===== config.mk =====
export PLATFORM = sky130hd
export DESIGN_NAME = srlm_lock_map
export DESIGN_NICKNAME = d
export VERILOG_FILES = /design/src/logic/srlm_pkg.sv /design/src/logic/srlm_sync.sv /design/src/logic/srlm_regmem.sv /design/src/logic/srlm_lock_map.sv
export SDC_FILE = /design/constraint.sdc
export NUM_CORES = 2
export LEC_CHECK = 0
export BUFFER_PORTS_ARGS = -buffer_cell sky130_fd_sc_hd__buf_2
export CAP_MARGIN = 20
export CORE_MARGIN = 2
export CORE_UTILIZATION = 61
export DETAILED_ROUTE_END_ITERATION = 10
export PLACE_DENSITY = 0.8
export SYNTH_ARGS = -nofsm -noshare
export SYNTH_HDL_FRONTEND = slang
export SYNTH_SLANG_ARGS = --single-unit

===== constraint.sdc =====
create_clock -name clock -period 4.5 [get_ports clock]
set_input_delay 0.225 -clock clock [delete_from_list [all_inputs] [get_ports clock]]
set_output_delay 0.225 -clock clock [all_outputs]
set_load 0.01 [all_outputs]

===== src/logic/srlm_pkg.sv =====
package srlm_pkg;

	// ----------------------------------------
	// widths
	// ----------------------------------------
	localparam int ADDR_W = 7;
	localparam int DATA_W = 8;
	localparam int LOCK_W = 7;
	localparam int CNT_W  = 6;

	// ----------------------------------------
	// register map
	// ----------------------------------------
	localparam logic [ADDR_W-1:0] ADDR_IRQ_EN        = 7'h04;
	localparam logic [ADDR_W-1:0] ADDR_SCRATCH_FIRST = 7'h06;
	localparam logic [ADDR_W-1:0] ADDR_LOCK          = 7'h0A;
	localparam logic [ADDR_W-1:0] ADDR_RSVD_FIRST    = 7'h0B;
	localparam logic [ADDR_W-1:0] ADDR_RSVD_LAST     = 7'h0F;
	localparam logic [ADDR_W-1:0] ADDR_FAIL_STATUS   = 7'h61;
	localparam logic [ADDR_W-1:0] ADDR_STEP          = 7'h01;

	// lock areas, index = lock bit position
	localparam logic [LOCK_W-1:0][ADDR_W-1:0] AREA_FIRST = {7'h68, 7'h50, 7'h40, 7'h30, 7'h20, 7'h10, 7'h06};
	localparam logic [LOCK_W-1:0][ADDR_W-1:0] AREA_LAST  = {7'h6F, 7'h5F, 7'h4F, 7'h3F, 7'h2F, 7'h1F, 7'h09};
	localparam int LK_SCRATCH  = 0;
	localparam int LK_IO_BANK0 = 3;
	localparam int LK_IO_BANK1 = 4;
	localparam int LK_DATAMASK = 6;

	// ----------------------------------------
	// fields and reset values
	// ----------------------------------------
	localparam int BIT_FAIL_IRQ_EN = 1;
	localparam int BIT_FAIL_FLAG   = 1;
	localparam logic [DATA_W-1:0] BYTE_ZERO    = 8'h00;
	localparam logic [31:0]       SCRATCH_ZERO = 32'h0000_0000;
	localparam logic [LOCK_W-1:0] LOCK_ZERO    = 7'h00;

	// ----------------------------------------
	// frame lengths in bits
	// ----------------------------------------
	localparam logic [CNT_W-1:0] LEN_ADDR = 6'h08;
	localparam logic [CNT_W-1:0] LEN_ONE  = 6'h10;
	localparam logic [CNT_W-1:0] LEN_TWO  = 6'h18;
	localparam logic [CNT_W-1:0] LEN_THREE = 6'h20;
	localparam logic [CNT_W-1:0] CNT_MAX  = 6'h3F;
	localparam logic [CNT_W-1:0] CNT_STEP = 6'h01;

	// ----------------------------------------
	// types
	// ----------------------------------------
	typedef enum logic [2:0] {
		MODE_OFF,
		MODE_FORCED_NORMAL,
		MODE_STANDBY,
		MODE_NORMAL,
		MODE_SLEEP,
		MODE_RESET,
		MODE_OVERLOAD,
		MODE_FAILSAFE
	} srlm_mode_t;

	typedef enum logic {
		CM_IDLE,
		CM_WRITE
	} srlm_commit_t;

	typedef struct packed {
		logic              valid;
		logic [ADDR_W-1:0] addr;
		logic [DATA_W-1:0] data;
	} srlm_wr_t;

endpackage : srlm_pkg


===== src/logic/srlm_sync.sv =====
module srlm_sync #(
	parameter int           W    = 1,
	parameter logic [W-1:0] INIT = '0
) (
	input  wire logic         clock,
	input  wire logic         rst_b,
	input  wire logic [W-1:0] din,
	output logic      [W-1:0] dout
);

	// ----------------------------------------
	// two-stage synchroniser
	// ----------------------------------------
	logic [W-1:0] stage1;

	always_ff @(posedge clock or negedge rst_b)
	begin
		if (!rst_b)
		begin
			stage1 <= INIT;
			dout   <= INIT;
		end
		else
		begin
			stage1 <= din;
			dout   <= stage1;
		end
	end

endmodule : srlm_sync


===== src/logic/srlm_regmem.sv =====
module srlm_regmem #(
	parameter int AW = 7,
	parameter int DW = 8
) (
	input  wire logic          clock,
	input  wire logic          rst_b,
	input  wire logic          wa_en,
	input  wire logic [AW-1:0] wa_addr,
	input  wire logic [DW-1:0] wa_data,
	input  wire logic          wb_en,
	input  wire logic [AW-1:0] wb_addr,
	input  wire logic [DW-1:0] wb_data,
	input  wire logic [AW-1:0] rd_addr,
	output logic      [DW-1:0] rd_data
);

	// ----------------------------------------
	// storage, port b after port a so hardware wins a tie
	// ----------------------------------------
	logic [DW-1:0] mem [2**AW];

	always_ff @(posedge clock or negedge rst_b)
	begin
		if (!rst_b)
		begin
			for (int i = 0; i < 2**AW; i++)
				mem[i] <= '0;
			rd_data <= '0;
		end
		else
		begin
			if (wa_en)
				mem[wa_addr] <= wa_data;
			if (wb_en)
				mem[wb_addr] <= wb_data;
			rd_data <= mem[rd_addr];
		end
	end

endmodule : srlm_regmem


===== src/logic/srlm_lock_map.sv =====
// Functional notes
// RULE1: lock bit 0 blocks writes to 0x06-0x09
// RULE2: lock bit 1 blocks writes to 0x10-0x1F
// RULE3: lock bit 2 blocks writes to 0x20-0x2F
// RULE4: lock bit 3 blocks 0x30-0x3F with bank0
// RULE5: lock bit 4 blocks 0x40-0x4F with bank1
// RULE6: lock bit 5 blocks writes to 0x50-0x5F
// RULE7: lock bit 6 blocks 0x68-0x6F, PN only
// RULE8: host writes bit 7 zero, ignores it
// RULE9: full access Standby/Normal, limited Forced Normal
// RULE10: Forced Normal hides flag, enable, locks
// RULE11: Off clears all; fail-safe clears flag, enable
// RULE12: flat 128-byte space, 0x00 to 0x7F
// RULE13: eight groups of sixteen addresses
// RULE14: absent registers unimplemented, read zero
// RULE15: lock register at 0x0A, bit 7 reserved
// RULE16: any locked target discards whole write, flags
// RULE17: write length not 16/24/32 aborts, flags
// RULE18: four bytes scratch memory at 0x06-0x09
// RULE19: all target addresses checked before commit
// RULE20: locks gate serial writes only, not hardware
module srlm_lock_map #(
	parameter bit HAS_IO_BANK0 = 1'b1,
	parameter bit HAS_IO_BANK1 = 1'b1,
	parameter bit HAS_PN       = 1'b1
) (
	input  wire logic                  clock,
	input  wire logic                  rst_b,
	input  wire logic                  spi_sck,
	input  wire logic                  spi_cs_b,
	input  wire logic                  spi_sdi,
	output logic                       spi_sdo,
	output logic                       spi_sdo_oe_b,
	input  wire srlm_pkg::srlm_mode_t  op_mode,
	input  wire srlm_pkg::srlm_wr_t    hw_update,
	output srlm_pkg::srlm_wr_t         spi_commit,
	output logic [srlm_pkg::LOCK_W-1:0] area_lock_bits,
	output logic [31:0]                scratch_memory,
	output logic                       serial_failure_flag,
	output logic                       serial_failure_irq_enable,
	output logic                       serial_failure_irq
);

	// one bit per lock area: 6 data mask, 5 timer, 4 bank1, 3 bank0, 2:0 always present
	localparam logic [srlm_pkg::LOCK_W-1:0] LOCK_MASK = {HAS_PN, 1'h1, HAS_IO_BANK1, HAS_IO_BANK0, 3'h7};

	// ----------------------------------------
	// decode helpers
	// ----------------------------------------
	function automatic logic in_area(input int idx, input logic [srlm_pkg::ADDR_W-1:0] a);
		in_area = (a >= srlm_pkg::AREA_FIRST[idx]) && (a <= srlm_pkg::AREA_LAST[idx]);
	endfunction : in_area

	function automatic logic area_locked(input logic [srlm_pkg::ADDR_W-1:0] a,
		input logic [srlm_pkg::LOCK_W-1:0] lk);
		logic hit;
		hit = 1'b0;
		for (int i = 0; i < srlm_pkg::LOCK_W; i++)
			hit = hit | (lk[i] & in_area(i, a)); // [RULE1] [RULE2] [RULE3] [RULE6]
		area_locked = hit;
	endfunction : area_locked

	// 7-bit address wraps, so the map is exactly 128 bytes
	function automatic logic addr_present(input logic [srlm_pkg::ADDR_W-1:0] a);
		logic ok;
		ok = !((a >= srlm_pkg::ADDR_RSVD_FIRST) && (a <= srlm_pkg::ADDR_RSVD_LAST)); // [RULE12] [RULE13]
		if (!HAS_IO_BANK0 && in_area(srlm_pkg::LK_IO_BANK0, a))
			ok = 1'b0; // [RULE14]
		if (!HAS_IO_BANK1 && in_area(srlm_pkg::LK_IO_BANK1, a))
			ok = 1'b0; // [RULE14]
		if (!HAS_PN && in_area(srlm_pkg::LK_DATAMASK, a))
			ok = 1'b0; // [RULE14]
		addr_present = ok;
	endfunction : addr_present

	function automatic logic spi_enabled(input srlm_pkg::srlm_mode_t m);
		spi_enabled = (m == srlm_pkg::MODE_STANDBY) || (m == srlm_pkg::MODE_NORMAL)
			|| (m == srlm_pkg::MODE_FORCED_NORMAL); // [RULE9]
	endfunction : spi_enabled

	// ----------------------------------------
	// pin synchronisers and edges
	// ----------------------------------------
	logic sck_s;
	logic cs_b_s;
	logic sdi_s;
	logic sck_d;
	logic cs_b_d;

	srlm_sync #(
		.W    (3),
		.INIT (3'h2)
	) u_sync (
		.clock (clock),
		.rst_b (rst_b),
		.din   ({spi_sck, spi_cs_b, spi_sdi}),
		.dout  ({sck_s, cs_b_s, sdi_s})
	);

	always_ff @(posedge clock or negedge rst_b)
	begin
		if (!rst_b)
		begin
			sck_d  <= 1'b0;
			cs_b_d <= 1'b1;
		end
		else
		begin
			sck_d  <= sck_s;
			cs_b_d <= cs_b_s;
		end
	end

	logic sck_fall;
	logic sck_rise;
	logic frame_start;
	logic frame_end;
	logic fn_mode;
	logic clear_mode;

	assign sck_fall    = sck_d & ~sck_s;
	assign sck_rise    = ~sck_d & sck_s;
	assign frame_start = cs_b_d & ~cs_b_s;
	assign frame_end   = ~cs_b_d & cs_b_s;
	assign fn_mode     = (op_mode == srlm_pkg::MODE_FORCED_NORMAL);
	assign clear_mode  = (op_mode == srlm_pkg::MODE_OFF) || (op_mode == srlm_pkg::MODE_FAILSAFE);

	// ----------------------------------------
	// frame capture, sampled on falling sck
	// ----------------------------------------
	logic                                   frame_active;
	logic [srlm_pkg::CNT_W-1:0]             bit_count;
	logic [srlm_pkg::DATA_W-1:0]            shift_in;
	logic [srlm_pkg::ADDR_W-1:0]            cmd_addr;
	logic                                   cmd_ro;
	logic [2:0][srlm_pkg::DATA_W-1:0]       wdata;
	logic [srlm_pkg::CNT_W-1:0]             next_count;
	logic [srlm_pkg::DATA_W-1:0]            next_byte;
	logic                                   sample;

	assign sample     = frame_active & ~cs_b_s & sck_fall;
	assign next_count = (bit_count == srlm_pkg::CNT_MAX) ? bit_count : bit_count + srlm_pkg::CNT_STEP;
	assign next_byte  = {shift_in[srlm_pkg::DATA_W-2:0], sdi_s};

	always_ff @(posedge clock or negedge rst_b)
	begin
		if (!rst_b)
		begin
			frame_active <= 1'b0;
			bit_count    <= '0;
			shift_in     <= '0;
			cmd_addr     <= '0;
			cmd_ro       <= 1'b0;
			wdata        <= '0;
		end
		else if (frame_start)
		begin
			frame_active <= spi_enabled(op_mode); // [RULE9]
			bit_count    <= '0;
			cmd_ro       <= 1'b0;
		end
		else if (frame_end || !spi_enabled(op_mode))
			frame_active <= 1'b0; // [RULE9]
		else if (sample)
		begin
			shift_in  <= next_byte;
			bit_count <= next_count;
			unique case (next_count)
				srlm_pkg::LEN_ADDR:  {cmd_addr, cmd_ro} <= next_byte;
				srlm_pkg::LEN_ONE:   wdata[0] <= next_byte;
				srlm_pkg::LEN_TWO:   wdata[1] <= next_byte;
				srlm_pkg::LEN_THREE: wdata[2] <= next_byte;
				default:             ;
			endcase
		end
	end

	// ----------------------------------------
	// write check at chip-select release
	// ----------------------------------------
	logic       write_end;
	logic       len_ok;
	logic [1:0] nbytes;
	logic       lock_hit;
	logic       fail_event;
	logic       commit_start;

	assign write_end = frame_end & frame_active & ((bit_count < srlm_pkg::LEN_ADDR) | ~cmd_ro);
	assign len_ok    = (bit_count == srlm_pkg::LEN_ONE) || (bit_count == srlm_pkg::LEN_TWO)
		|| (bit_count == srlm_pkg::LEN_THREE); // [RULE17]
	assign nbytes    = 2'(bit_count[5:3] - 3'h1);
	// every target byte checked up front, nothing half-written
	assign lock_hit  = area_locked(cmd_addr, area_lock_bits)
		| ((nbytes >= 2'h2) & area_locked(cmd_addr + srlm_pkg::ADDR_STEP, area_lock_bits))
		| ((nbytes == 2'h3) & area_locked(7'(cmd_addr + 7'h02), area_lock_bits)); // [RULE19] [RULE16]
	assign fail_event   = write_end & (~len_ok | lock_hit); // [RULE16] [RULE17]
	assign commit_start = write_end & len_ok & ~lock_hit;

	// ----------------------------------------
	// commit sequencer, one byte per clock
	// ----------------------------------------
	srlm_pkg::srlm_commit_t      cm_state;
	logic [srlm_pkg::ADDR_W-1:0] cm_addr;
	logic [1:0]                  cm_idx;
	logic [1:0]                  cm_last;
	logic                        cw;
	logic [srlm_pkg::DATA_W-1:0] cw_data;

	assign cw      = (cm_state == srlm_pkg::CM_WRITE);
	assign cw_data = wdata[cm_idx];

	always_ff @(posedge clock or negedge rst_b)
	begin
		if (!rst_b)
		begin
			cm_state <= srlm_pkg::CM_IDLE;
			cm_addr  <= '0;
			cm_idx   <= '0;
			cm_last  <= '0;
		end
		else
		begin
			unique case (cm_state)
				srlm_pkg::CM_IDLE:
				begin
					if (commit_start)
					begin
						cm_state <= srlm_pkg::CM_WRITE;
						cm_addr  <= cmd_addr;
						cm_idx   <= '0;
						cm_last  <= nbytes - 2'h1;
					end
				end
				srlm_pkg::CM_WRITE:
				begin
					cm_addr <= cm_addr + srlm_pkg::ADDR_STEP; // overflow wraps to 0x00
					cm_idx  <= cm_idx + 2'h1;
					if (cm_idx == cm_last)
						cm_state <= srlm_pkg::CM_IDLE;
				end
			endcase
		end
	end

	// ----------------------------------------
	// dedicated bits
	// ----------------------------------------
	logic is_lock;
	logic is_scratch;
	logic is_irq_en;
	logic is_fail;

	assign is_lock    = (cm_addr == srlm_pkg::ADDR_LOCK); // [RULE15]
	assign is_scratch = in_area(srlm_pkg::LK_SCRATCH, cm_addr);
	assign is_irq_en  = (cm_addr == srlm_pkg::ADDR_IRQ_EN);
	assign is_fail    = (cm_addr == srlm_pkg::ADDR_FAIL_STATUS);

	always_ff @(posedge clock or negedge rst_b)
	begin
		if (!rst_b)
			area_lock_bits <= srlm_pkg::LOCK_ZERO;
		else if (op_mode == srlm_pkg::MODE_OFF)
			area_lock_bits <= srlm_pkg::LOCK_ZERO; // [RULE11]
		else if (cw && is_lock && !fn_mode)
			area_lock_bits <= cw_data[srlm_pkg::LOCK_W-1:0] & LOCK_MASK; // [RULE15] [RULE4] [RULE5] [RULE7] [RULE8]
	end

	always_ff @(posedge clock or negedge rst_b)
	begin
		if (!rst_b)
			scratch_memory <= srlm_pkg::SCRATCH_ZERO;
		else if (op_mode == srlm_pkg::MODE_OFF)
			scratch_memory <= srlm_pkg::SCRATCH_ZERO;
		else if (cw && is_scratch && !fn_mode)
			scratch_memory[{2'(cm_addr - srlm_pkg::ADDR_SCRATCH_FIRST), 3'h0} +: srlm_pkg::DATA_W] <= cw_data; // [RULE18]
	end

	always_ff @(posedge clock or negedge rst_b)
	begin
		if (!rst_b)
			serial_failure_irq_enable <= 1'b0;
		else if (clear_mode)
			serial_failure_irq_enable <= 1'b0; // [RULE11]
		else if (cw && is_irq_en && !fn_mode)
			serial_failure_irq_enable <= cw_data[srlm_pkg::BIT_FAIL_IRQ_EN];
	end

	// write-one-to-clear; a new failure in the same cycle wins
	always_ff @(posedge clock or negedge rst_b)
	begin
		if (!rst_b)
			serial_failure_flag <= 1'b0;
		else if (clear_mode)
			serial_failure_flag <= 1'b0; // [RULE11]
		else
		begin
			if (cw && is_fail && !fn_mode && cw_data[srlm_pkg::BIT_FAIL_FLAG])
				serial_failure_flag <= 1'b0;
			if (fail_event)
				serial_failure_flag <= 1'b1; // [RULE16] [RULE17]
		end
	end

	always_ff @(posedge clock or negedge rst_b)
	begin
		if (!rst_b)
		begin
			serial_failure_irq <= 1'b0;
			spi_commit         <= '0;
		end
		else
		begin
			serial_failure_irq <= serial_failure_flag & serial_failure_irq_enable;
			spi_commit.valid   <= cw & addr_present(cm_addr);
			spi_commit.addr    <= cm_addr;
			spi_commit.data    <= cw_data;
		end
	end

	// ----------------------------------------
	// register storage
	// ----------------------------------------
	logic                        mem_wa_en;
	logic                        mem_wb_en;
	logic                        rd_issue;
	logic [srlm_pkg::ADDR_W-1:0] rd_addr;
	logic [srlm_pkg::ADDR_W-1:0] rd_addr_q;
	logic                        rd_valid;
	logic [srlm_pkg::DATA_W-1:0] mem_rd;
	logic [srlm_pkg::DATA_W-1:0] rd_value;

	assign mem_wa_en = cw & addr_present(cm_addr) & ~is_lock & ~is_scratch & ~is_fail; // [RULE14]
	assign mem_wb_en = hw_update.valid & addr_present(hw_update.addr); // [RULE20]
	assign rd_issue  = sample && ((next_count == srlm_pkg::LEN_ADDR) || (next_count == srlm_pkg::LEN_ONE)
		|| (next_count == srlm_pkg::LEN_TWO));
	assign rd_addr   = (next_count == srlm_pkg::LEN_ADDR) ? shift_in[srlm_pkg::ADDR_W-1:0]
		: (next_count == srlm_pkg::LEN_ONE) ? cmd_addr + srlm_pkg::ADDR_STEP : 7'(cmd_addr + 7'h02);

	srlm_regmem #(
		.AW (srlm_pkg::ADDR_W),
		.DW (srlm_pkg::DATA_W)
	) u_mem (
		.clock   (clock),
		.rst_b   (rst_b),
		.wa_en   (mem_wa_en),
		.wa_addr (cm_addr),
		.wa_data (cw_data),
		.wb_en   (mem_wb_en),
		.wb_addr (hw_update.addr),
		.wb_data (hw_update.data),
		.rd_addr (rd_addr),
		.rd_data (mem_rd)
	);

	always_ff @(posedge clock or negedge rst_b)
	begin
		if (!rst_b)
		begin
			rd_addr_q <= '0;
			rd_valid  <= 1'b0;
		end
		else
		begin
			rd_addr_q <= rd_addr;
			rd_valid  <= rd_issue;
		end
	end

	always_comb
	begin
		rd_value = mem_rd;
		if (!addr_present(rd_addr_q))
			rd_value = srlm_pkg::BYTE_ZERO; // [RULE14]
		else if (rd_addr_q == srlm_pkg::ADDR_LOCK)
			rd_value = fn_mode ? srlm_pkg::BYTE_ZERO : {1'b0, area_lock_bits}; // [RULE10] [RULE15]
		else if (in_area(srlm_pkg::LK_SCRATCH, rd_addr_q))
			rd_value = fn_mode ? srlm_pkg::BYTE_ZERO
				: scratch_memory[{2'(rd_addr_q - srlm_pkg::ADDR_SCRATCH_FIRST), 3'h0} +: srlm_pkg::DATA_W];
		else if (rd_addr_q == srlm_pkg::ADDR_IRQ_EN)
			rd_value[srlm_pkg::BIT_FAIL_IRQ_EN] = serial_failure_irq_enable & ~fn_mode; // [RULE10]
		else if (rd_addr_q == srlm_pkg::ADDR_FAIL_STATUS)
		begin
			rd_value = srlm_pkg::BYTE_ZERO;
			rd_value[srlm_pkg::BIT_FAIL_FLAG] = serial_failure_flag & ~fn_mode; // [RULE10]
		end
	end

	// ----------------------------------------
	// serial out, shifted on rising sck
	// ----------------------------------------
	logic [srlm_pkg::DATA_W-1:0] out_shift;

	always_ff @(posedge clock or negedge rst_b)
	begin
		if (!rst_b)
		begin
			out_shift    <= '0;
			spi_sdo      <= 1'b0;
			spi_sdo_oe_b <= 1'b1;
		end
		else
		begin
			spi_sdo_oe_b <= ~(frame_active & ~cs_b_s); // [RULE9]
			if (frame_start)
			begin
				out_shift <= '0;
				spi_sdo   <= 1'b0;
			end
			else if (rd_valid)
				out_shift <= rd_value;
			else if (sck_rise)
			begin
				spi_sdo   <= out_shift[srlm_pkg::DATA_W-1];
				out_shift <= {out_shift[srlm_pkg::DATA_W-2:0], 1'b0};
			end
		end
	end

	// ----------------------------------------
	// checks
	// ----------------------------------------
	scratch_hold_a: assert property (@(posedge clock) disable iff (!rst_b) // [RULE1]
		($past(area_lock_bits[srlm_pkg::LK_SCRATCH]) && $past(op_mode) != srlm_pkg::MODE_OFF) |-> $stable(scratch_memory))
		else $error("scratch changed while locked");

	generate
		for (genvar g = 0; g < srlm_pkg::LOCK_W; g++)
		begin : g_area
			area_block_a: assert property (@(posedge clock) disable iff (!rst_b) // [RULE2] [RULE3] [RULE6]
				cw |-> !(area_lock_bits[g] && in_area(g, cm_addr)))
				else $error("commit into locked area");
		end
	endgenerate

	lock_fail_a: assert property (@(posedge clock) disable iff (!rst_b) // [RULE16]
		(write_end && len_ok && lock_hit && !clear_mode) |=> (serial_failure_flag && cm_state == srlm_pkg::CM_IDLE))
		else $error("locked write not rejected");

	len_fail_a: assert property (@(posedge clock) disable iff (!rst_b) // [RULE17]
		(write_end && !len_ok && !clear_mode) |=> (serial_failure_flag && !cw))
		else $error("bad length write not rejected");

	whole_commit_a: assert property (@(posedge clock) disable iff (!rst_b) // [RULE19]
		(commit_start && nbytes == 2'h3) |=> cw [*3] ##1 !cw)
		else $error("three byte commit not whole");

	fn_hide_a: assert property (@(posedge clock) disable iff (!rst_b) // [RULE10]
		(rd_valid && fn_mode && rd_addr_q == srlm_pkg::ADDR_LOCK && !frame_start) |=> out_shift == srlm_pkg::BYTE_ZERO)
		else $error("lock bits visible in forced normal");

	off_clear_a: assert property (@(posedge clock) disable iff (!rst_b) // [RULE11]
		op_mode == srlm_pkg::MODE_OFF |=> (area_lock_bits == srlm_pkg::LOCK_ZERO && !serial_failure_flag
			&& !serial_failure_irq_enable))
		else $error("off mode did not clear");

	bit7_zero_a: assert property (@(posedge clock) disable iff (!rst_b) // [RULE15]
		(rd_valid && rd_addr_q == srlm_pkg::ADDR_LOCK && !frame_start) |=> !out_shift[srlm_pkg::DATA_W-1])
		else $error("reserved lock bit read nonzero");

	quiet_a: assert property (@(posedge clock) disable iff (!rst_b) // [RULE9]
		(!spi_enabled(op_mode) ##1 !spi_enabled(op_mode)) |=> spi_sdo_oe_b)
		else $error("sdo driven in disabled mode");

endmodule : srlm_lock_map


==> metrics.txt <==
outcome=completed; worst setup margin=0.06013 ns; CP Cell Sequence=ha_1 > and3_4 > mux2i_4 > nand4_2 > buf_4 > mux2_2 > a21oi_4 > buf_4 > nand3b_1 > buf_4 > buf_4 > o22ai_1 > nor2_1 > o21ai_1 > buf_4 > nor4_2; CP max stage delay=0.47 ns; Global Route Usage Sum=42.00%; post-synthesis compound-gate area fraction=21.00%; clk buf depth=3; first-pass GRT wire length=342,800 um; Fmax achieved=0.2252 GHz; Worst Path Max Fanout=18; starting density of the core=61.64%; grt total ovfl=0; RSZ-0062 raised after global routing=yes; # DRC=0; CP Class=flop to flop; main combinational cell family by area after synthesis=compound AO/OA/AOI/OAI gates; number of flops mapped to enable cells by yosys=0; Horiz. Die Dim=325.1 um; Final Power=0.02605 W; Top FF cell, synth=dfrtp_1; Core Region=102,000 um^2; Synth-to-Final Area Change=9.862%; largest net degree at the start of global routing=149; WP buf/inv=5; PortBufs=83; CTS H-tree lvls=3; adder-cell share of the synthesized area=0.4178%; Slew HR=21.25%; clk_lat worst skew=0.76 ns; pre-CTS setup slack=-0.3053 ns; setup repair bufs after CTS=0; CTS tree=built; register area share after synthesis=46.72%; Post-Syn Area=62,890 um^2; fin area=69,100 um^2; XOR/XNOR share of the synthesized area=0.2924%; simple-gate share of the synthesized area=19.59%; Std-Cell Rows=117; Slew Limit Fails=0; worst-margin pin slew=1.181 ns; Total Neg Setup Slack=0 ns; multiplexer share of the synthesized area=7.174%; Setup crit start kind=flop; total die area=105,700 um^2; dpl hpwl=138,500 um; initial antenna violation count=20; gate family responsible for the most delay along the worst path=buffers and inverters; syn avg cell area=8.192 um^2; nets=7,464; Wirelength per Cell=25.23 um; global placement routability congestion=1.028; layout cells sized above 1=11.14%; I/O pins=84; vias per cell=6.688; cell repeated most along the worst path=buf_4; Worst EP required=5.11 ns; Die Ht=325.1 um; post-route ant nets=0; hold crit path type=primary input to flop; # clock sinks=1,174; Clock transition at path regs=0.06 ns; via count=59.53k; period utilization=98.66%; vias in the first global route=56.04k; Synth cell types=87; Post-synth ARST share=100.0%; syn_nets=7,722; pwr dens=376.9 nW/um^2; DR iter-0 viols=9,410; Detailed Route WL=224,600 um; slowest stage cell, crit path=a21oi_4; final setup fails=0; Syn. warnings=0; CTS root buffer=clkbuf_16; Placement Cell Area=64,460 um^2; Arr. time, crit path=5.05 ns; TritonCTS Buffers=121; Clock Skews=0.04132 ns; TritonRoute pass-1 iters=9; Final min period=4.440 ns; #FFs+latches synth=1,174; Final Hold Viols=0; Max Cap Viol=0; Syn Inst Count=7,677; leak pwr=25.04 nW; Crit. End Element=flop; VDD IR max=0.0003259 V
## synth_stat cells, drive strengths merged (19+ instances only)
master / count / share of area [%]
a211oi: 207 / 2.5
a21oi: 842 / 6.7
a31oi: 36 / 0.36
and3: 153 / 1.5
buf: 228 / 1.8
clkbuf: 479 / 2.9
dfrtp: 1170 / 47
ha: 21 / 0.42
inv: 29 / 0.18
mux2: 137 / 2.5
mux2i: 61 / 0.99
mux4: 104 / 3.7
nand2: 1559 / 9.3
nand3: 160 / 1.3
nor2: 985 / 5.9
nor3: 26 / 0.21
o21ai: 1182 / 9.4
o22ai: 46 / 0.46
o31ai: 19 / 0.23
## where the power goes
part           total (W)  leakage [nW]  switching, W  internal, W
Combinational    0.00244          10.3       0.00142      0.00102
Clock             0.0111          2.14       0.00455      0.00653
Sequential        0.0125          12.6      0.000810       0.0117
## state kept, by name, summed over array words and instances, names as in the netlist, 8 cells and up
register and cells:
out_shift 8, spi_commit 16, wdata 24, u_mem.mem 1024, u_mem.rd_data 8, scratch_memory 32
## cells in the final DEF (no fill, tap or decap), drive strengths merged, types with 26 or more instances in the layout
| cell type | count |
|---|---|
| o21ai | 1182 |
| inv | 33 |
| mux2 | 137 |
| mux4 | 104 |
| nor3 | 26 |
| o22ai | 46 |
| clkbuf | 171 |
| a211oi | 207 |
| nor2 | 985 |
| nand3 | 160 |
| buf | 315 |
| a21oi | 842 |
| mux2i | 61 |
| a31oi | 36 |
| dfrtp | 1170 |
| clkinv | 30 |
| nand2 | 1559 |
| and3 | 153 |
## worst paths after layout
kind	from	to	slack (ns)	depth (start not counted)
worst max-delay path	bit_count[0]	u_mem.rd_data[6]	0.06	16
worst min-delay path	hw_update[5]	u_mem.mem[565]	0.03	3
worst max register to register	bit_count[0]	u_mem.rd_data[6]	0.06	16
worst min register to register	u_sync.stage1[0]	u_sync.dout[0]	0.35	0
max in group asynchronous	rst_b	u_mem.mem[309]	3.05	3
min in group asynchronous	rst_b	u_mem.mem[161]	0.08	2
## worst min-delay path: cells and delay by family
kind                   cells  cell delay, ns
and+or+nand+nor            1            0.13
AOI/OAI and AO/OA          1            0.07
buffers and inverters      1            0.31
## kinds of logic after synthesis
group           after synthesis
buf+inv                     738
mux                         302
compound gates             2428
fa+ha+maj                    21
flops                      1174
simple gates               2996
xor+xnor                     18
## layout make-up
cell class / instances / area [um^2]
Clock buffer: 170 / 3513
Tap cell: 1368 / 1712
Antenna cell: 9 / 22.52
Clock inverter: 58 / 847.1
Sequential cell: 1174 / 29380
Inverter: 31 / 148.9
Fill cell: 7990 / 32940
Multi-Input combinational cell: 5765 / 30710
Timing Repair Buffer: 326 / 2758
## metrics by stage
step	utilization, %	std cells	hold WS [ns]
2_1_floorplan	-	7677	-0.07059
3_3_place_gp	63.16	8646	0.2777
3_5_place_dp	63.17	8647	0.2822
4_1_cts	67.57	8885	0.002453
5_1_grt	67.70	8893	0.04658
6_report	67.72	8901	0.03028
## routing by layer
layer  share of wire, %  track usage (%)  vias to the layer above  routed length [um]
met3                 14            14.18                      980               31840
met1                 37            55.86                    28229               82450
met2                 42            60.41                     4371               95000
li1                   -                -                    25931                   -
met4                6.7            23.49                       22               15090
met5              0.091           0.1812                        -                 204
## what timing repair did
action | CTS | global route
setup endpoints to repair | 8 | 8
cloned | 0 | 0
gates resized for setup | 7 | 19
pin swaps | 0 | 2
hold buffers | 10 | 0
endpoints found under the hold margin | 112 | 0
No activity file was read; power rests on OpenSTA's default activity.
